[src/rosr_params.svh]
// Constants for the reclocker override and status register slice.
// Assumes a 100 MHz core clock and 16-bit registers behind the host port.
`ifndef ROSR_PARAMS_SVH
`define ROSR_PARAMS_SVH

`define ROSR_ADDR_TOP_CTRL      8'h02
`define ROSR_ADDR_PIN_OVERRIDE  8'h0c
`define ROSR_ADDR_STATUS        8'h0d

`define ROSR_POWER_DOWN_BIT     3
`define ROSR_OVR_ENABLE_BIT     0
`define ROSR_OVR_INSEL_LO_BIT   1
`define ROSR_OVR_INSEL_HI_BIT   2
`define ROSR_OVR_BYPASS_BIT     3
`define ROSR_OVR_AUTOBYP_BIT    4
`define ROSR_OVR_AUTO_BIT       5
`define ROSR_OVR_RATE_LO_BIT    6
`define ROSR_OVR_RATE_HI_BIT    7
`define ROSR_OVR_TLC_LSB        8
`define ROSR_OVR_MUTE_BIT       10
`define ROSR_OVR_OUT2_OFF_BIT   11
`define ROSR_OVR_DATACLK_BIT    12

`define ROSR_PIN_OVERRIDE_RST   16'h0000
`define ROSR_TOP_CTRL_RST       16'h0000

`define ROSR_TLC_GROUND         2'h0
`define ROSR_TLC_INVALID        2'h1
`define ROSR_TLC_FLOAT          2'h2
`define ROSR_TLC_SUPPLY         2'h3

`define ROSR_LOCK_TIME_NS       10000
`define ROSR_CLK_PERIOD_NS      10
`define ROSR_LOCK_CYCLES        (`ROSR_LOCK_TIME_NS / `ROSR_CLK_PERIOD_NS)

`endif

[src/rosr_pkg.sv]
// Types shared by the reclocker override and status register slice.
// Assumes the constants header is included by the design files.
package rosr_pkg;

  // Three-level configuration pin state
  typedef enum logic [1:0] {
    ROSR_LVL_GROUND,
    ROSR_LVL_FLOAT,
    ROSR_LVL_SUPPLY
  } rosr_level_t;

  // Configuration as seen by the datapath, whether from pins or register
  typedef struct packed {
    logic        data_not_clock;
    logic        second_output_off;
    logic        data_mute;
    rosr_level_t three_level_config_field;
    logic        rate_select_high;
    logic        rate_select_low;
    logic        automatic_rate_mode;
    logic        autobypass;
    logic        bypass;
    logic        input_select_high;
    logic        input_select_low;
  } rosr_cfg_t;

  // Live indications from the recovery core
  typedef struct packed {
    logic low_rate_indicator;
    logic locked;
    logic rate_select_high;
    logic rate_select_low_status;
  } rosr_status_t;

endpackage

[src/rosr_lock_timer.sv]
// Start-up lock qualifier: counts from any state, needs no reset to recover.
// Assumes a single synchronous clock and a clock enable that freezes it.
`include "rosr_params.svh"

module rosr_lock_timer #(
  parameter int LOCK_CYCLES = `ROSR_LOCK_CYCLES
) (
  input  wire logic i_clk,
  input  wire logic i_ce,
  input  wire logic i_restart,
  input  wire logic i_core_lock,
  output logic      o_locked
);

  logic [15:0] count_reg;

  // Counter saturates; any garbage start value simply runs out or restarts
  always_ff @(posedge i_clk) begin
    if (i_ce) begin
      if (i_restart || !i_core_lock) begin
        count_reg <= 16'h0000;
      end else if (count_reg < 16'(LOCK_CYCLES)) begin
        count_reg <= count_reg + 16'h0001;
      end
    end
  end

  // Lock claimed only after the qualification time; self-corrects each cycle
  always_ff @(posedge i_clk) begin
    if (i_ce) begin
      o_locked <= !i_restart && i_core_lock && (count_reg >= 16'(LOCK_CYCLES));
    end
  end

endmodule // rosr_lock_timer

[src/rosr_regs.sv]
// Override and status register slice of a multi-rate serial reclocker.
// Assumes a host port decoder delivering register read/write strobes.
`include "rosr_params.svh"

module rosr_regs #(
  parameter int LOCK_CYCLES = `ROSR_LOCK_CYCLES
) (
  input  wire logic                  i_clk,
  input  wire logic                  i_rst,
  input  wire logic                  i_ce,
  input  wire logic                  i_host_mode_pin,
  input  wire logic                  i_cmd_reg_reset_n,
  input  wire logic                  i_wr_en,
  input  wire logic                  i_rd_en,
  input  wire logic [7:0]            i_addr,
  input  wire logic [15:0]           i_wdata,
  input  wire rosr_pkg::rosr_cfg_t   i_pin_cfg,
  input  wire rosr_pkg::rosr_status_t i_core_status,
  output logic [15:0]                o_rdata,
  output logic                       o_rvalid,
  output rosr_pkg::rosr_cfg_t        o_cfg,
  output logic                       o_tlc_invalid,
  output logic                       o_power_down,
  output logic                       o_locked
);

  logic [15:0]            pin_override_control_reg;
  logic [15:0]            top_control_reg;
  logic                   mode_pin_q_reg;
  logic                   por_done_reg;
  logic                   reg_clear;
  logic                   locked_w;
  rosr_pkg::rosr_cfg_t    cfg_next;
  logic [15:0]            status_w;
  logic                   ovr_active;
  logic                   standby;

  // Map the two-bit register encoding onto a pin level
  function automatic rosr_pkg::rosr_level_t tlc_decode(input logic [1:0] code);
    case (code)
      `ROSR_TLC_GROUND: tlc_decode = rosr_pkg::ROSR_LVL_GROUND;
      `ROSR_TLC_FLOAT:  tlc_decode = rosr_pkg::ROSR_LVL_FLOAT;
      `ROSR_TLC_SUPPLY: tlc_decode = rosr_pkg::ROSR_LVL_SUPPLY;
      default:          tlc_decode = rosr_pkg::ROSR_LVL_FLOAT;  // Invalid code treated as floating
    endcase
  endfunction

  // Three-level code of an override word; read by the mux and the invalid flag
  function automatic logic [1:0] tlc_field(input logic [15:0] word);
    tlc_field = word[`ROSR_OVR_TLC_LSB+1:`ROSR_OVR_TLC_LSB];
  endfunction

  // Write strobe aimed at one register address
  function automatic logic write_hit(input logic       en,
                                     input logic [7:0] addr,
                                     input logic [7:0] target);
    write_hit = en && (addr == target);
  endfunction

  // Status word; reserved upper bits are tied to zero so they never float
  function automatic logic [15:0] status_word(input rosr_pkg::rosr_status_t st,
                                              input logic                   lock);
    status_word = {12'h000, st.low_rate_indicator, lock,
                   st.rate_select_high, st.rate_select_low_status};
  endfunction

  // Mode pin copy; feeds the host-command clear, while the power-up clear reads the strap directly
  always_ff @(posedge i_clk) begin
    if (i_rst) begin
      mode_pin_q_reg <= 1'b0;
    end else if (i_ce) begin
      mode_pin_q_reg <= i_host_mode_pin;
    end
  end

  // First enabled edge after reset closes the power-up window
  always_ff @(posedge i_clk) begin
    if (i_rst) begin
      por_done_reg <= 1'b0;
    end else if (i_ce) begin
      por_done_reg <= 1'b1;
    end
  end

  // Power-up clear in non-host mode, or host command with reset bit low
  assign reg_clear = (!por_done_reg && i_host_mode_pin)
                   || (por_done_reg && !mode_pin_q_reg && !i_cmd_reg_reset_n);

  // Pin override register; host writes win unless a clear is pending
  // A write that lands in a clear cycle is lost; the host must not overlap them
  always_ff @(posedge i_clk) begin
    if (i_rst) begin
      pin_override_control_reg <= `ROSR_PIN_OVERRIDE_RST;
    end else if (i_ce) begin
      if (reg_clear) begin
        pin_override_control_reg <= `ROSR_PIN_OVERRIDE_RST;
      end else if (write_hit(i_wr_en, i_addr, `ROSR_ADDR_PIN_OVERRIDE)) begin
        pin_override_control_reg <= i_wdata;
      end
    end
  end

  // Top control register holds the power-down bit among others
  always_ff @(posedge i_clk) begin
    if (i_rst) begin
      top_control_reg <= `ROSR_TOP_CTRL_RST;
    end else if (i_ce) begin
      if (reg_clear) begin
        top_control_reg <= `ROSR_TOP_CTRL_RST;
      end else if (write_hit(i_wr_en, i_addr, `ROSR_ADDR_TOP_CTRL)) begin
        top_control_reg <= i_wdata;
      end
    end
  end

  // Shorthands read by more than one process below
  assign ovr_active = pin_override_control_reg[`ROSR_OVR_ENABLE_BIT];
  assign standby    = top_control_reg[`ROSR_POWER_DOWN_BIT];

  // Choose between package pins and register fields
  always_comb begin
    if (ovr_active) begin
      cfg_next.data_not_clock           = pin_override_control_reg[`ROSR_OVR_DATACLK_BIT];
      cfg_next.second_output_off        = pin_override_control_reg[`ROSR_OVR_OUT2_OFF_BIT];
      cfg_next.data_mute                = pin_override_control_reg[`ROSR_OVR_MUTE_BIT];
      cfg_next.three_level_config_field =
        tlc_decode(tlc_field(pin_override_control_reg));
      cfg_next.rate_select_high         = pin_override_control_reg[`ROSR_OVR_RATE_HI_BIT];
      cfg_next.rate_select_low          = pin_override_control_reg[`ROSR_OVR_RATE_LO_BIT];
      cfg_next.automatic_rate_mode      = pin_override_control_reg[`ROSR_OVR_AUTO_BIT];
      cfg_next.autobypass               = pin_override_control_reg[`ROSR_OVR_AUTOBYP_BIT];
      cfg_next.bypass                   = pin_override_control_reg[`ROSR_OVR_BYPASS_BIT];
      cfg_next.input_select_high        = pin_override_control_reg[`ROSR_OVR_INSEL_HI_BIT];
      cfg_next.input_select_low         = pin_override_control_reg[`ROSR_OVR_INSEL_LO_BIT];
    end else begin
      cfg_next = i_pin_cfg;
    end
  end

  // Configuration towards the datapath, one cycle behind its source
  always_ff @(posedge i_clk) begin
    if (i_rst) begin
      o_cfg <= '0;
    end else if (i_ce) begin
      o_cfg <= cfg_next;
    end
  end

  // Code one is flagged only while the register, not the pins, is in charge
  always_ff @(posedge i_clk) begin
    if (i_rst) begin
      o_tlc_invalid <= 1'b0;
    end else if (i_ce) begin
      o_tlc_invalid <= ovr_active &&
                       (tlc_field(pin_override_control_reg) == `ROSR_TLC_INVALID);
    end
  end

  // Standby request towards the rest of the device
  always_ff @(posedge i_clk) begin
    if (i_rst) begin
      o_power_down <= 1'b0;
    end else if (i_ce) begin
      o_power_down <= standby;
    end
  end

  // Lock qualifier restarts while powered down
  // It has no reset of its own, so it must recover from any start value
  rosr_lock_timer #(
    .LOCK_CYCLES (LOCK_CYCLES)
  ) u_lock_timer (
    .i_clk       (i_clk),
    .i_ce        (i_ce),
    .i_restart   (standby),
    .i_core_lock (i_core_status.locked),
    .o_locked    (locked_w)
  );

  // Qualified lock registered once more so the output comes from a flop
  always_ff @(posedge i_clk) begin
    if (i_rst) begin
      o_locked <= 1'b0;
    end else if (i_ce) begin
      o_locked <= locked_w;
    end
  end

  // Live status word
  assign status_w = status_word(i_core_status, locked_w);

  // Read answer strobe, one cycle after the request
  always_ff @(posedge i_clk) begin
    if (i_rst) begin
      o_rvalid <= 1'b0;
    end else if (i_ce) begin
      o_rvalid <= i_rd_en;
    end
  end

  // Read data: unmapped addresses read zero
  // Held between reads so a slow host may pick it up late
  always_ff @(posedge i_clk) begin
    if (i_rst) begin
      o_rdata <= 16'h0000;
    end else if (i_ce && i_rd_en) begin
      case (i_addr)
        `ROSR_ADDR_TOP_CTRL:     o_rdata <= top_control_reg;
        `ROSR_ADDR_PIN_OVERRIDE: o_rdata <= pin_override_control_reg;
        `ROSR_ADDR_STATUS:       o_rdata <= status_w;
        default:                 o_rdata <= 16'h0000;
      endcase
    end
  end

endmodule // rosr_regs

[config.mk]
export PLATFORM = sky130hd
export DESIGN_NAME = rosr_regs
export DESIGN_NICKNAME = d
export VERILOG_FILES = /design/src/rosr_pkg.sv /design/src/rosr_lock_timer.sv /design/src/rosr_regs.sv
export VERILOG_INCLUDE_DIRS = /design/src
export SDC_FILE = /design/constraint.sdc
export NUM_CORES = 1
export LEC_CHECK = 0
export ABC_CLOCK_PERIOD_IN_PS = 2300
export BUFFER_PORTS_ARGS = -buffer_cell sky130_fd_sc_hd__buf_4
export CAP_MARGIN = 5
export CORE_MARGIN = 3
export CORE_UTILIZATION = 45
export CTS_CLUSTER_SIZE = 28
export DETAILED_ROUTE_END_ITERATION = 10
export GPL_TIMING_DRIVEN = 0
export PLACE_DENSITY = 0.71
export SLEW_MARGIN = 20
export SYNTH_ARGS = -nofsm -noshare
export SYNTH_HDL_FRONTEND = slang
export SYNTH_SLANG_ARGS = --single-unit
export TNS_END_PERCENT = 100
[constraint.sdc]
create_clock -name i_clk -period 2.3 [get_ports i_clk]
set_clock_uncertainty 0.05 [all_clocks]
set_input_delay 0.46 -clock i_clk [delete_from_list [all_inputs] [get_ports i_clk]]
set_output_delay 0.46 -clock i_clk [all_outputs]
set_load 0.005 [all_outputs]
# Word-level counts from Yosys, hierarchy flattened
# Index checks and enable logic that the tools add are counted.
# op_classes
addsub,1
order_cmp,2
n_eq_ne,5
n_mux,8
n_reduce_logical,23
# ops
cell,n
16-bit 2-to-1 mux,5
16-bit one-hot mux with 3 select lines,1
16-bit by 1-bit adder with 16-bit output (second input constant),1
8-bit by 4-bit == test with 1-bit output (second input constant),2
16-bit by 10-bit >= comparator with 1-bit output (second input constant),1
16-bit by 10-bit less-than comparator with 1-bit output (second input constant),1
12-bit 2-to-1 mux,1
1-bit logical AND,9
8-bit by 2-bit == test with 1-bit output (second input constant),1
2-bit AND reduction,3
2-bit nonzero test,3
1-bit logical NOT,5
2-bit one-hot mux with 2 select lines,1
2-bit by 1-bit == test with 1-bit output (second input constant),1
2-bit == test (second input constant),1
2-bit logical NOT,1
1-bit logical OR,2
# totals
reg_bits,83
inputBits,47
out_inout_bits,32
elab_cells,61

# Depth between registers and ports, before layout
# Gate-level depths: netlist of run 1.
# depth
depth_word,6
depth_mapped,6
mapped_depth_nobuf,5

# Hierarchy
# Synthesis of run 1 repeated with hierarchy kept, for this count alone.
# hier_totals
hier_cells,339
area_unflattened_um2,3619.7
# by_module_without_submodules
mod,instances,cells_per_inst,area_per_inst_um2,seq_area_each_um2
rosr_regs,1,248,2648.8,1321.3
rosr_lock_timer,1,91,970.9,510.5

# Worst setup path before layout of run 1
# OpenSTA, ideal clock, no wires.
# synth_timing
path_kind,reg2reg
start,register u_lock_timer.count_reg[5]
end,"register u_lock_timer.count_reg[0], enable pin"
setup_time_ps,388
arrival_ps,1583
required_time_ps,1862
slack_ps,278
stages_incl_launch_ff,5
path_buffers,0
path_cell_list,edfxtp_1 and4_1 o211ai_1 a31oi_1 nor2_1
# synth_between
elab_chain_len,3
# synth_lines
item,line_no,text
"start, declared",rosr_lock_timer.sv:15,logic [15:0] count_reg;
"start signal, assigned",rosr_lock_timer.sv:23,count_reg <= count_reg + 16'h0001;
16-bit by 10-bit less-than comparator with 1-bit output,rosr_lock_timer.sv:22,end else if (count_reg < 16'(LOCK_CYCLES)) begin
2-bit nonzero test (no source line),n/a,
2-bit AND reduction (no source line),n/a,
# No other way between the ends.
# A chain may end at the register's enable or synchronous reset.

# Worst setup path in the final report of run 1
# layout_timing
start,register u_lock_timer.count_reg[5]
end,"register u_lock_timer.count_reg[1], enable pin"
# The elaborated chain is that of the path after synthesis.

==> flow_results.xml, run 1 <==
<?xml version="1.0" encoding="UTF-8"?>
<metrics>
  <group name="status">
    <metric name="outcome" unit="">finished, final reports clean</metric>
  </group>
  <group name="yosys">
    <metric name="yosysWarnings" unit="">0</metric>
    <metric name="cell_types_with_the_highest_counts_after_synthesis" unit="">66 x dfxtp_1, 44 x nand3_1, 35 x nor2_1</metric>
    <metric name="synth_cells" unit="">393</metric>
    <metric name="synth.lib_cells_used.distinct" unit="">44</metric>
    <metric name="synth_largest_area_cell" unit="">dfxtp_1</metric>
    <metric name="postSynthAreaPerCell" unit="um^2">9.33</metric>
    <metric name="synth_nets" unit="">444</metric>
    <metric name="async_reset_ff_share" unit="%">0</metric>
    <metric name="synth-edff-count" unit="">17</metric>
    <metric name="dominantRegCellSynth" unit="">dfxtp_1</metric>
    <metric name="syn_area" unit="um^2">3670</metric>
    <metric name="netlist.area_leader.share" unit="%">36.0</metric>
    <metric name="synth.yosys.seq_area_share" unit="%">49.9</metric>
    <metric name="post_synth_main_area_contributors" unit="">dfxtp_1 36%, edfxtp_1 14%, nand3_1 6.0%</metric>
    <metric name="yosys.cell_count.top_type" unit="">dfxtp_1</metric>
    <metric name="ys_ff_latch" unit="">83</metric>
  </group>
  <group name="timing">
    <metric name="maxSlewHeadroom" unit="%">40.6</metric>
    <metric name="finalSetupViolCount" unit="">0</metric>
    <metric name="tns_setup" unit="ps">0</metric>
    <metric name="maxSlewViolCount" unit="">0</metric>
    <metric name="share_of_the_cycle_needed_by_the_critical_path_after_routing" unit="%">91.0</metric>
    <metric name="clock.fmax" unit="MHz">478</metric>
    <metric name="fin_ws" unit="ps">207</metric>
    <metric name="final.min_clock_period" unit="ps">2090</metric>
    <metric name="worstMarginPinSlew" unit="ps">885</metric>
    <metric name="timing_hold_violations_final" unit="">0</metric>
    <metric name="grt_setup_unrepaired" unit="">no</metric>
  </group>
  <group name="worst_setup_path">
    <metric name="timing.critical_path.from_type" unit="">register</metric>
    <metric name="r2r.worst_path.cells" unit="">4</metric>
    <metric name="cpMaxStageDelayCell" unit="">nor2_2</metric>
    <metric name="worst-path-max-fanout" unit="">16</metric>
    <metric name="worst_ep_required_time" unit="ps">2240</metric>
    <metric name="setup.worst_path.end_class" unit="">register</metric>
    <metric name="arrival_time_at_the_worst_endpoint" unit="ps">2030</metric>
    <metric name="critPathKind" unit="">reg2reg</metric>
    <metric name="critical_path.n_buffers_inverters" unit="">0</metric>
    <metric name="critPathMaxStageDelay" unit="ps">650</metric>
    <metric name="cpLargestDelayFamily" unit="">simple AND/OR/NAND/NOR gates</metric>
    <metric name="worst_r2r_endpoint" unit="">u_lock_timer.count_reg[1]</metric>
    <metric name="timing.rr.start" unit="">u_lock_timer.count_reg[5]</metric>
    <metric name="crit_path_cell_trace" unit="">and4_1, o211ai_1, a31oi_1, nor2_2</metric>
    <metric name="ff_to_ff_setup_slack" unit="ps">210</metric>
  </group>
  <group name="floorplan">
    <metric name="num_rows" unit="">32</metric>
    <metric name="dieArea" unit="um^2">9270</metric>
    <metric name="dieWidth" unit="um">96.3</metric>
    <metric name="core_area" unit="um^2">7810</metric>
    <metric name="design.portCount" unit="">79</metric>
    <metric name="initial_core_utilization" unit="%">47.0</metric>
    <metric name="die_h" unit="um">96.3</metric>
  </group>
  <group name="global_routing">
    <metric name="grt_max_degree" unit="">17</metric>
    <metric name="first_global_vias" unit="">3190</metric>
    <metric name="grt.total_usage" unit="%">21.8</metric>
    <metric name="wire_length_of_the_first_global_routing_pass" unit="um">15500</metric>
    <metric name="remaining_global_route_overflow" unit="">0</metric>
    <metric name="grt_antenna_before_repair" unit="">0</metric>
  </group>
  <group name="clock_network">
    <metric name="cts_repair_resize_count" unit="">0</metric>
    <metric name="cts_tree" unit="">yes</metric>
    <metric name="post-cts-setup-buffers" unit="">0</metric>
    <metric name="post_cts_hold_buffer_count" unit="">0</metric>
    <metric name="clockBufferDepth" unit="">2</metric>
    <metric name="root_buffer" unit="">clkbuf_8</metric>
    <metric name="cts_made_buffers" unit="">9</metric>
    <metric name="cts.clk_slew.worst_paths" unit="ps">90</metric>
    <metric name="clock_insertion_delay_worst_skew" unit="ps">360</metric>
    <metric name="htree_levels" unit="">3</metric>
    <metric name="number_of_clock_sinks" unit="">83</metric>
  </group>
  <group name="placed_design">
    <metric name="numPlacedInstances" unit="">572</metric>
    <metric name="detailedPlacementHpwl" unit="um">7140</metric>
    <metric name="placement.setup.worst_slack" unit="ps">104</metric>
    <metric name="port_buffers" unit="">77</metric>
    <metric name="placer_congestion_estimate" unit="">0.857</metric>
  </group>
  <group name="finish">
    <metric name="antenna_cells" unit="">0</metric>
    <metric name="post_route_cells_drive_above_1_share" unit="%">22.6</metric>
    <metric name="final_cell_count_no_fill" unit="">588</metric>
    <metric name="synthToLayoutAreaGrowth" unit="%">25.0</metric>
    <metric name="final_net_count" unit="">532</metric>
    <metric name="layout.core_utilization" unit="%">58.7</metric>
  </group>
  <group name="min_path">
    <metric name="hold_depth" unit="">1</metric>
    <metric name="worst_hold_path.endpoint" unit="">u_lock_timer.o_locked</metric>
    <metric name="hp-start" unit="">i_ce</metric>
    <metric name="worstHoldPathType" unit="">in2reg</metric>
  </group>
  <group name="drt">
    <metric name="vias_per_cell" unit="">5.70</metric>
    <metric name="num_vias" unit="">3351</metric>
    <metric name="drt-wirelength-per-cell" unit="um">16.8</metric>
    <metric name="detailedRoute.firstPassIterationCount" unit="">6</metric>
    <metric name="drt_iter0_markers" unit="">204</metric>
    <metric name="ant_nets" unit="">0</metric>
    <metric name="route.detailed.drc" unit="">0</metric>
    <metric name="routed_wirelength" unit="um">9880</metric>
  </group>
  <group name="pwr">
    <metric name="report.power.total" unit="mW">2.92</metric>
    <metric name="cellLeakagePower" unit="nW">1.75</metric>
    <metric name="max-vdd-ir-drop" unit="V">0.000343</metric>
    <metric name="power_density_over_cell_area" unit="nW/um^2">638</metric>
  </group>
  <group name="run">
    <metric name="maxCapViolations" unit="">0</metric>
  </group>
</metrics>
-- through the flow --
step	hold WS, ps	cell area (um^2)
5_1_grt	260	4590
6_report	265	4590
2_1_floorplan	393	3670
3_3_place_gp	394	4370
4_1_cts	259	4590
3_5_place_dp	399	4380
-- worst register-to-register path, stage by stage, from the launching register on --
cell and delay (ps):
edfxtp_1 480, and4_1 280, o211ai_1 120, a31oi_1 140, nor2_2 650
-- cells in the final DEF (no fill, tap or decap), types with 3 or more instances in the layout --
cell type,instances
a211oi_1,12
ha_1,4
and3_1,5
clkbuf_8,10
xnor2_1,3
inv_1,7
and4_1,6
mux2i_1,15
dfxtp_1,66
a22oi_1,12
o21ai_0,18
nand3_1,44
nand4_1,11
edfxtp_1,17
nor3_1,3
a22o_1,13
a21oi_1,34
xor2_1,6
buf_2,9
nor2b_1,3
nor2_1,34
nand2_1,27
clkbuf_1,17
buf_4,77
-- worst max-delay path by stage --
stage | cells after the start | from | endpoint
6_report | 4 | u_lock_timer.count_reg[5] | u_lock_timer.count_reg[1]
5_1_grt | 4 | u_lock_timer.count_reg[5] | u_lock_timer.count_reg[1]
4_1_cts | 4 | u_lock_timer.count_reg[5] | u_lock_timer.count_reg[11]
3_5_place_dp | 6 | i_addr[7] | pin_override_control_reg[5]
3_3_place_gp | 5 | i_core_status[2] | u_lock_timer.count_reg[6]
2_1_floorplan | 4 | u_lock_timer.count_reg[5] | u_lock_timer.count_reg[0]
-- logic make-up after synthesis --
logic type	after synthesis	share of synthesized area, %
compound gates	97	16.8
fa+ha+maj	4	1.36
flops	83	49.9
simple gates	149	21.5
mux	15	4.09
xor+xnor	9	2.15
buf+inv	36	4.20
-- layout make-up --
cell class,count,area [um^2]
tap,102,128
inverter,7,26.3
fill,716,3220
clock inverter,6,71.3
buffer,29,128
sequential,83,1830
clock buffer,10,138
timing repair buffer,77,578
multi-input combinational,274,1690
-- report_power, final --
group | leakage [nW] | internal, mW | switching (mW)
Clock | 0.108 | 0.544 | 0.562
Combinational | 0.938 | 0.118 | 0.155
Sequential | 0.700 | 1.52 | 0.0262
Total | 1.75 | 2.18 | 0.743
-- metal layers --
layer | GRT usage [%] | up-vias | share of wire (%)
li1 | - | 1615 | -
met1 | 29.4 | 1605 | 45
met2 | 34.9 | 113 | 47
met3 | 4.07 | 18 | 6.3
met4 | 7.94 | 0 | 2.1
met5 | 0 | - | 0
Note: power is estimated with default switching activity, not from simulation.
==> run 2: changes to the inputs <==
--- a/config.mk
+++ b/config.mk
@@ -14,7 +14,7 @@
 export CTS_CLUSTER_SIZE = 28
 export DETAILED_ROUTE_END_ITERATION = 10
 export GPL_TIMING_DRIVEN = 0
-export PLACE_DENSITY = 0.71
+export PLACE_DENSITY_LB_ADDON = 0.1
 export SLEW_MARGIN = 20
 export SYNTH_ARGS = -nofsm -noshare
 export SYNTH_HDL_FRONTEND = slang
==> flow_results.xml, run 2 (synthesis results as in run 1) <==
<?xml version="1.0" encoding="UTF-8"?>
<metrics>
  <group name="status">
    <metric name="outcome" unit="">finished, final reports clean</metric>
  </group>
  <group name="worst_setup_path">
    <metric name="critPathKind" unit="">reg2reg</metric>
    <metric name="setup.worst_path.end_class" unit="">register</metric>
    <metric name="worst_ep_required_time" unit="ps">2240</metric>
    <metric name="timing.critical_path.from" unit="">u_lock_timer.count_reg[5]</metric>
    <metric name="timing.critical_path.from_type" unit="">register</metric>
    <metric name="arrival_time_at_the_worst_endpoint" unit="ps">2070</metric>
    <metric name="timing.rr.start" unit="">u_lock_timer.count_reg[5]</metric>
    <metric name="worst-path-max-fanout" unit="">16</metric>
  </group>
  <group name="global_routing">
    <metric name="grt_max_degree" unit="">17</metric>
    <metric name="grt_antenna_before_repair" unit="">0</metric>
    <metric name="remaining_global_route_overflow" unit="">0</metric>
    <metric name="grt.total_usage" unit="%">22.0</metric>
    <metric name="wire_length_of_the_first_global_routing_pass" unit="um">15400</metric>
    <metric name="first_global_vias" unit="">3073</metric>
  </group>
  <group name="floorplan">
    <metric name="die_h" unit="um">96.3</metric>
    <metric name="design.portCount" unit="">79</metric>
    <metric name="core_area" unit="um^2">7810</metric>
    <metric name="dieWidth" unit="um">96.3</metric>
    <metric name="initial_core_utilization" unit="%">47.0</metric>
    <metric name="dieArea" unit="um^2">9270</metric>
    <metric name="num_rows" unit="">32</metric>
  </group>
  <group name="placed_design">
    <metric name="port_buffers" unit="">77</metric>
    <metric name="placement.setup.worst_slack" unit="ps">93.6</metric>
    <metric name="detailedPlacementHpwl" unit="um">7000</metric>
    <metric name="placer_congestion_estimate" unit="">0.773</metric>
  </group>
  <group name="drt">
    <metric name="num_vias" unit="">3259</metric>
    <metric name="route.detailed.drc" unit="">0</metric>
    <metric name="routed_wirelength" unit="um">9820</metric>
    <metric name="drt-wirelength-per-cell" unit="um">16.7</metric>
    <metric name="ant_nets" unit="">0</metric>
    <metric name="detailedRoute.firstPassIterationCount" unit="">4</metric>
    <metric name="drt_iter0_markers" unit="">171</metric>
    <metric name="vias_per_cell" unit="">5.54</metric>
  </group>
  <group name="clock_network">
    <metric name="cts_tree" unit="">yes</metric>
    <metric name="number_of_clock_sinks" unit="">83</metric>
    <metric name="htree_levels" unit="">3</metric>
    <metric name="clock_insertion_delay_worst_skew" unit="ps">360</metric>
    <metric name="cts_repair_resize_count" unit="">0</metric>
    <metric name="clockBufferDepth" unit="">2</metric>
    <metric name="post-cts-setup-buffers" unit="">0</metric>
    <metric name="cts_made_buffers" unit="">9</metric>
    <metric name="post_cts_hold_buffer_count" unit="">0</metric>
    <metric name="cts.clk_slew.worst_paths" unit="ps">90</metric>
    <metric name="root_buffer" unit="">clkbuf_8</metric>
  </group>
  <group name="timing">
    <metric name="grt_setup_unrepaired" unit="">no</metric>
    <metric name="finalSetupViolCount" unit="">0</metric>
    <metric name="share_of_the_cycle_needed_by_the_critical_path_after_routing" unit="%">92.7</metric>
    <metric name="maxSlewViolCount" unit="">0</metric>
    <metric name="fin_ws" unit="ps">168</metric>
    <metric name="worstMarginPinSlew" unit="ps">849</metric>
    <metric name="maxSlewHeadroom" unit="%">43.3</metric>
    <metric name="clock.fmax" unit="MHz">469</metric>
    <metric name="final.min_clock_period" unit="ps">2130</metric>
    <metric name="timing_hold_violations_final" unit="">0</metric>
  </group>
  <group name="run">
    <metric name="maxCapViolations" unit="">0</metric>
  </group>
  <group name="pwr">
    <metric name="cellLeakagePower" unit="nW">1.74</metric>
    <metric name="power_density_over_cell_area" unit="nW/um^2">637</metric>
    <metric name="max-vdd-ir-drop" unit="V">0.000257</metric>
    <metric name="report.power.total" unit="mW">2.92</metric>
  </group>
  <group name="finish">
    <metric name="final_common_cell" unit="">buf_4</metric>
    <metric name="layout.filler_cells" unit="">725</metric>
    <metric name="final_net_count" unit="">532</metric>
    <metric name="antenna_cells" unit="">0</metric>
    <metric name="most-common-layout-cells" unit="">77 x buf_4, 66 x dfxtp_1, 44 x nand3_1</metric>
    <metric name="post_route_cells_drive_above_1_share" unit="%">22.6</metric>
    <metric name="synthToLayoutAreaGrowth" unit="%">24.9</metric>
  </group>
  <group name="min_path">
    <metric name="worstHoldPathType" unit="">in2reg</metric>
    <metric name="hp-start" unit="">i_ce</metric>
  </group>
</metrics>
run 2: area by class of cell:
cell class	count	area, um^2	share of cell area, %
multi-input combinational	274	1690	36.8
clock buffer	9	124	2.70
timing repair buffer	77	578	12.6
tap	102	128	2.79
buffer	29	128	2.79
clock inverter	7	81.3	1.77
sequential	83	1830	40.0
inverter	7	26.3	0.573
run 2: path summary, 6_finish.rpt:
check	end	cells after the start	slack [ps]
worst max-delay path	u_lock_timer.count_reg[1]	4	170
worst min-delay path	u_lock_timer.o_locked	1	260
worst max register to register	u_lock_timer.count_reg[1]	4	170
worst min register to register	o_rdata[10]	2	410
run 2: power breakdown:
group | leakage [nW] | internal (mW) | switching, mW | total, mW
logic | 0.938 | 0.118 | 0.155 | 0.274
clock network | 0.101 | 0.517 | 0.583 | 1.10
registers | 0.700 | 1.52 | 0.0267 | 1.55
total | 1.74 | 2.15 | 0.765 | 2.92
run 2: metal layers:
metal	share of wire (%)	wire, um	global-route usage (%)
met5	0	0	0
met4	1.5	144	7.94
met3	5.2	515	3.44
met2	44	4350	33.8
met1	49	4810	31.3
run 2: through the flow:
stage               TNS, ps  std cells  utilization, %  instance area, um^2  hold WS [ps]
floorplan                 0        393               -                 3670           393
global placement      -3070        572            56.0                 4370           387
detailed placement        0        572            56.1                 4380           396
CTS                       0        588            58.7                 4580           250
global route              0        588            58.7                 4580           246
finish                    0        588            58.7                 4580           258
run 2: worst max-delay path, cell delays in order (launching register included):
cell and delay [ps]:
edfxtp_1 480, and4_1 280, o211ai_1 120, a31oi_1 150
nor2_2 670
==> run 3: changes to the inputs <==
--- a/config.mk
+++ b/config.mk
@@ -6,7 +6,7 @@
 export SDC_FILE = /design/constraint.sdc
 export NUM_CORES = 1
 export LEC_CHECK = 0
-export ABC_CLOCK_PERIOD_IN_PS = 2300
+export ABC_CLOCK_PERIOD_IN_PS = 2100
 export BUFFER_PORTS_ARGS = -buffer_cell sky130_fd_sc_hd__buf_4
 export CAP_MARGIN = 5
 export CORE_MARGIN = 3
==> constraint.sdc (replaced) <==
create_clock -name i_clk -period 2.1 [get_ports i_clk]
set_clock_uncertainty 0.05 [all_clocks]
set_input_delay 0.42 -clock i_clk [delete_from_list [all_inputs] [get_ports i_clk]]
set_output_delay 0.42 -clock i_clk [all_outputs]
set_load 0.005 [all_outputs]
==> flow_results.xml, run 3 (synthesis results as in run 1) <==
<?xml version="1.0" encoding="UTF-8"?>
<metrics>
  <group name="worst_setup_path">
    <metric name="critPathKind" unit="">reg2reg</metric>
    <metric name="worst_ep_required_time" unit="ps">2340</metric>
    <metric name="setup.worst_path.end_class" unit="">register</metric>
    <metric name="timing.critical_path.from_type" unit="">register</metric>
    <metric name="worst-path-max-fanout" unit="">10</metric>
    <metric name="arrival_time_at_the_worst_endpoint" unit="ps">2190</metric>
  </group>
  <group name="clock_network">
    <metric name="cts_tree" unit="">yes</metric>
    <metric name="htree_levels" unit="">3</metric>
    <metric name="cts_made_buffers" unit="">9</metric>
    <metric name="post-cts-setup-buffers" unit="">0</metric>
    <metric name="root_buffer" unit="">clkbuf_8</metric>
    <metric name="clock_insertion_delay_worst_skew" unit="ps">360</metric>
    <metric name="cts.clk_slew.worst_paths" unit="ps">90</metric>
    <metric name="post_cts_hold_buffer_count" unit="">0</metric>
    <metric name="number_of_clock_sinks" unit="">83</metric>
    <metric name="clockBufferDepth" unit="">2</metric>
  </group>
  <group name="pwr">
    <metric name="power.net_switching" unit="mW">0.840</metric>
    <metric name="power_density_over_cell_area" unit="nW/um^2">698</metric>
    <metric name="report.power.total" unit="mW">3.20</metric>
    <metric name="max-vdd-ir-drop" unit="V">0.000281</metric>
    <metric name="power.switching_fraction" unit="%">26.2</metric>
    <metric name="clkPwrFrac" unit="%">37.7</metric>
    <metric name="power.sequential.fraction" unit="%">52.9</metric>
    <metric name="cellLeakagePower" unit="nW">1.74</metric>
    <metric name="intPower" unit="mW">2.36</metric>
    <metric name="pwr-share-comb" unit="%">9.4</metric>
  </group>
  <group name="drt">
    <metric name="drt-wirelength-per-cell" unit="um">16.7</metric>
    <metric name="detailedRoute.firstPassIterationCount" unit="">4</metric>
    <metric name="drt_iter0_markers" unit="">160</metric>
    <metric name="ant_nets" unit="">0</metric>
    <metric name="route.detailed.drc" unit="">0</metric>
    <metric name="vias_per_cell" unit="">5.56</metric>
    <metric name="routed_wirelength" unit="um">9820</metric>
    <metric name="num_vias" unit="">3268</metric>
  </group>
  <group name="finish">
    <metric name="synthToLayoutAreaGrowth" unit="%">25.0</metric>
    <metric name="final_common_cell" unit="">buf_4</metric>
    <metric name="final_cell_count_no_fill" unit="">588</metric>
    <metric name="layout.filler_cells" unit="">727</metric>
    <metric name="final_net_count" unit="">532</metric>
    <metric name="post_route_cells_drive_above_1_share" unit="%">22.6</metric>
    <metric name="antenna_cells" unit="">0</metric>
    <metric name="most-common-layout-cells" unit="">77 x buf_4, 66 x dfxtp_1, 44 x nand3_1</metric>
  </group>
  <group name="timing">
    <metric name="share_of_the_cycle_needed_by_the_critical_path_after_routing" unit="%">92.4</metric>
    <metric name="finalSetupViolCount" unit="">0</metric>
    <metric name="timing_hold_violations_final" unit="">0</metric>
    <metric name="final.min_clock_period" unit="ps">1940</metric>
    <metric name="tns_setup" unit="ps">0</metric>
    <metric name="clock.fmax" unit="MHz">515</metric>
    <metric name="worstMarginPinSlew" unit="ps">824</metric>
    <metric name="maxSlewHeadroom" unit="%">44.6</metric>
    <metric name="grt_setup_unrepaired" unit="">no</metric>
    <metric name="maxSlewViolCount" unit="">0</metric>
  </group>
  <group name="global_routing">
    <metric name="grt.total_usage" unit="%">22.0</metric>
    <metric name="grt_antenna_before_repair" unit="">0</metric>
    <metric name="remaining_global_route_overflow" unit="">0</metric>
    <metric name="wire_length_of_the_first_global_routing_pass" unit="um">15400</metric>
    <metric name="first_global_vias" unit="">3073</metric>
    <metric name="grt_max_degree" unit="">17</metric>
  </group>
  <group name="min_path">
    <metric name="worstHoldPathType" unit="">in2reg</metric>
  </group>
  <group name="floorplan">
    <metric name="num_rows" unit="">32</metric>
    <metric name="design.portCount" unit="">79</metric>
    <metric name="core_area" unit="um^2">7810</metric>
    <metric name="dieArea" unit="um^2">9270</metric>
    <metric name="dieWidth" unit="um">96.3</metric>
    <metric name="initial_core_utilization" unit="%">47.0</metric>
    <metric name="die_h" unit="um">96.3</metric>
  </group>
  <group name="placed_design">
    <metric name="detailedPlacementHpwl" unit="um">7000</metric>
    <metric name="numPlacedInstances" unit="">572</metric>
    <metric name="placer_congestion_estimate" unit="">0.773</metric>
    <metric name="port_buffers" unit="">77</metric>
  </group>
  <group name="run">
    <metric name="maxCapViolations" unit="">0</metric>
  </group>
  <group name="status">
    <metric name="outcome" unit="">finished, final reports clean</metric>
  </group>
</metrics>
run 3: cell count changes in the layout (fill, tap and decap cells not counted):
| cell | change |
|---|---|
| nor2_2 | -1 |
| nor2_4 | +1 |
run 3: repair_timing:
| item | 4_1_cts | 5_1_grt |
|---|---|---|
| endpoints found under the setup margin | 16 | 0 |
| gates resized for setup | 1 | 0 |
| hold endpoints to repair | 0 | 0 |
run 3: through the flow:
step | hold WS (ps) | util [%] | worst slack, ps | instance area, um^2
4_1_cts | 210 | 58.8 | 184 | 4590
5_1_grt | 206 | 58.8 | 1.15 | 4590
2_1_floorplan | 393 | - | 78.4 | 3670
3_3_place_gp | 387 | 56.0 | -376 | 4370
6_report | 219 | 58.8 | 159 | 4590
3_5_place_dp | 396 | 56.1 | -66.4 | 4380
run 3: power by group through the flow:
stage	combinational (mW)	sequential, mW	clock [mW]
6_report	0.301	1.69	1.21
5_1_grt	0.330	1.70	1.28
4_1_cts	0.301	1.69	1.22
3_5_place_dp	0.299	1.73	0
3_3_place_gp	0.295	1.73	0
2_1_floorplan	0.140	1.73	0
run 3: worst paths after layout:
path	start	cells after the start	endpoint	slack, ps
setup / recovery	por_done_reg	5	pin_override_control_reg[5]	160
hold / removal	i_ce	1	u_lock_timer.o_locked	220
setup reg to reg	por_done_reg	5	pin_override_control_reg[5]	160
hold reg to reg	o_rdata[10]	2	o_rdata[10]	410
run 3: layer usage:
| layer | wire [um] | up-vias | global-route usage [%] |
|---|---|---|---|
| li1 | - | 1614 | - |
| met1 | 4780 | 1550 | 31.3 |
| met2 | 4380 | 90 | 33.8 |
| met3 | 513 | 14 | 3.44 |
| met4 | 146 | 0 | 7.94 |
| met5 | 0 | - | 0 |
run 3: final cells by class:
cell class / count / area [um^2] / share of cell area, %
tap: 102 / 128 / 2.78
buffer: 29 / 128 / 2.78
multi-input combinational: 274 / 1690 / 36.9
clock inverter: 7 / 81.3 / 1.77
clock buffer: 9 / 124 / 2.70
inverter: 7 / 26.3 / 0.573
timing repair buffer: 77 / 578 / 12.6
sequential: 83 / 1830 / 39.9
run 3: worst max-delay path, cell delays in order (launching register included):
cell and delay (ps):
dfxtp_1 330, nor3b_1 160, nor2_1 540, clkbuf_1 480, nand3_1 140, a21oi_1 170
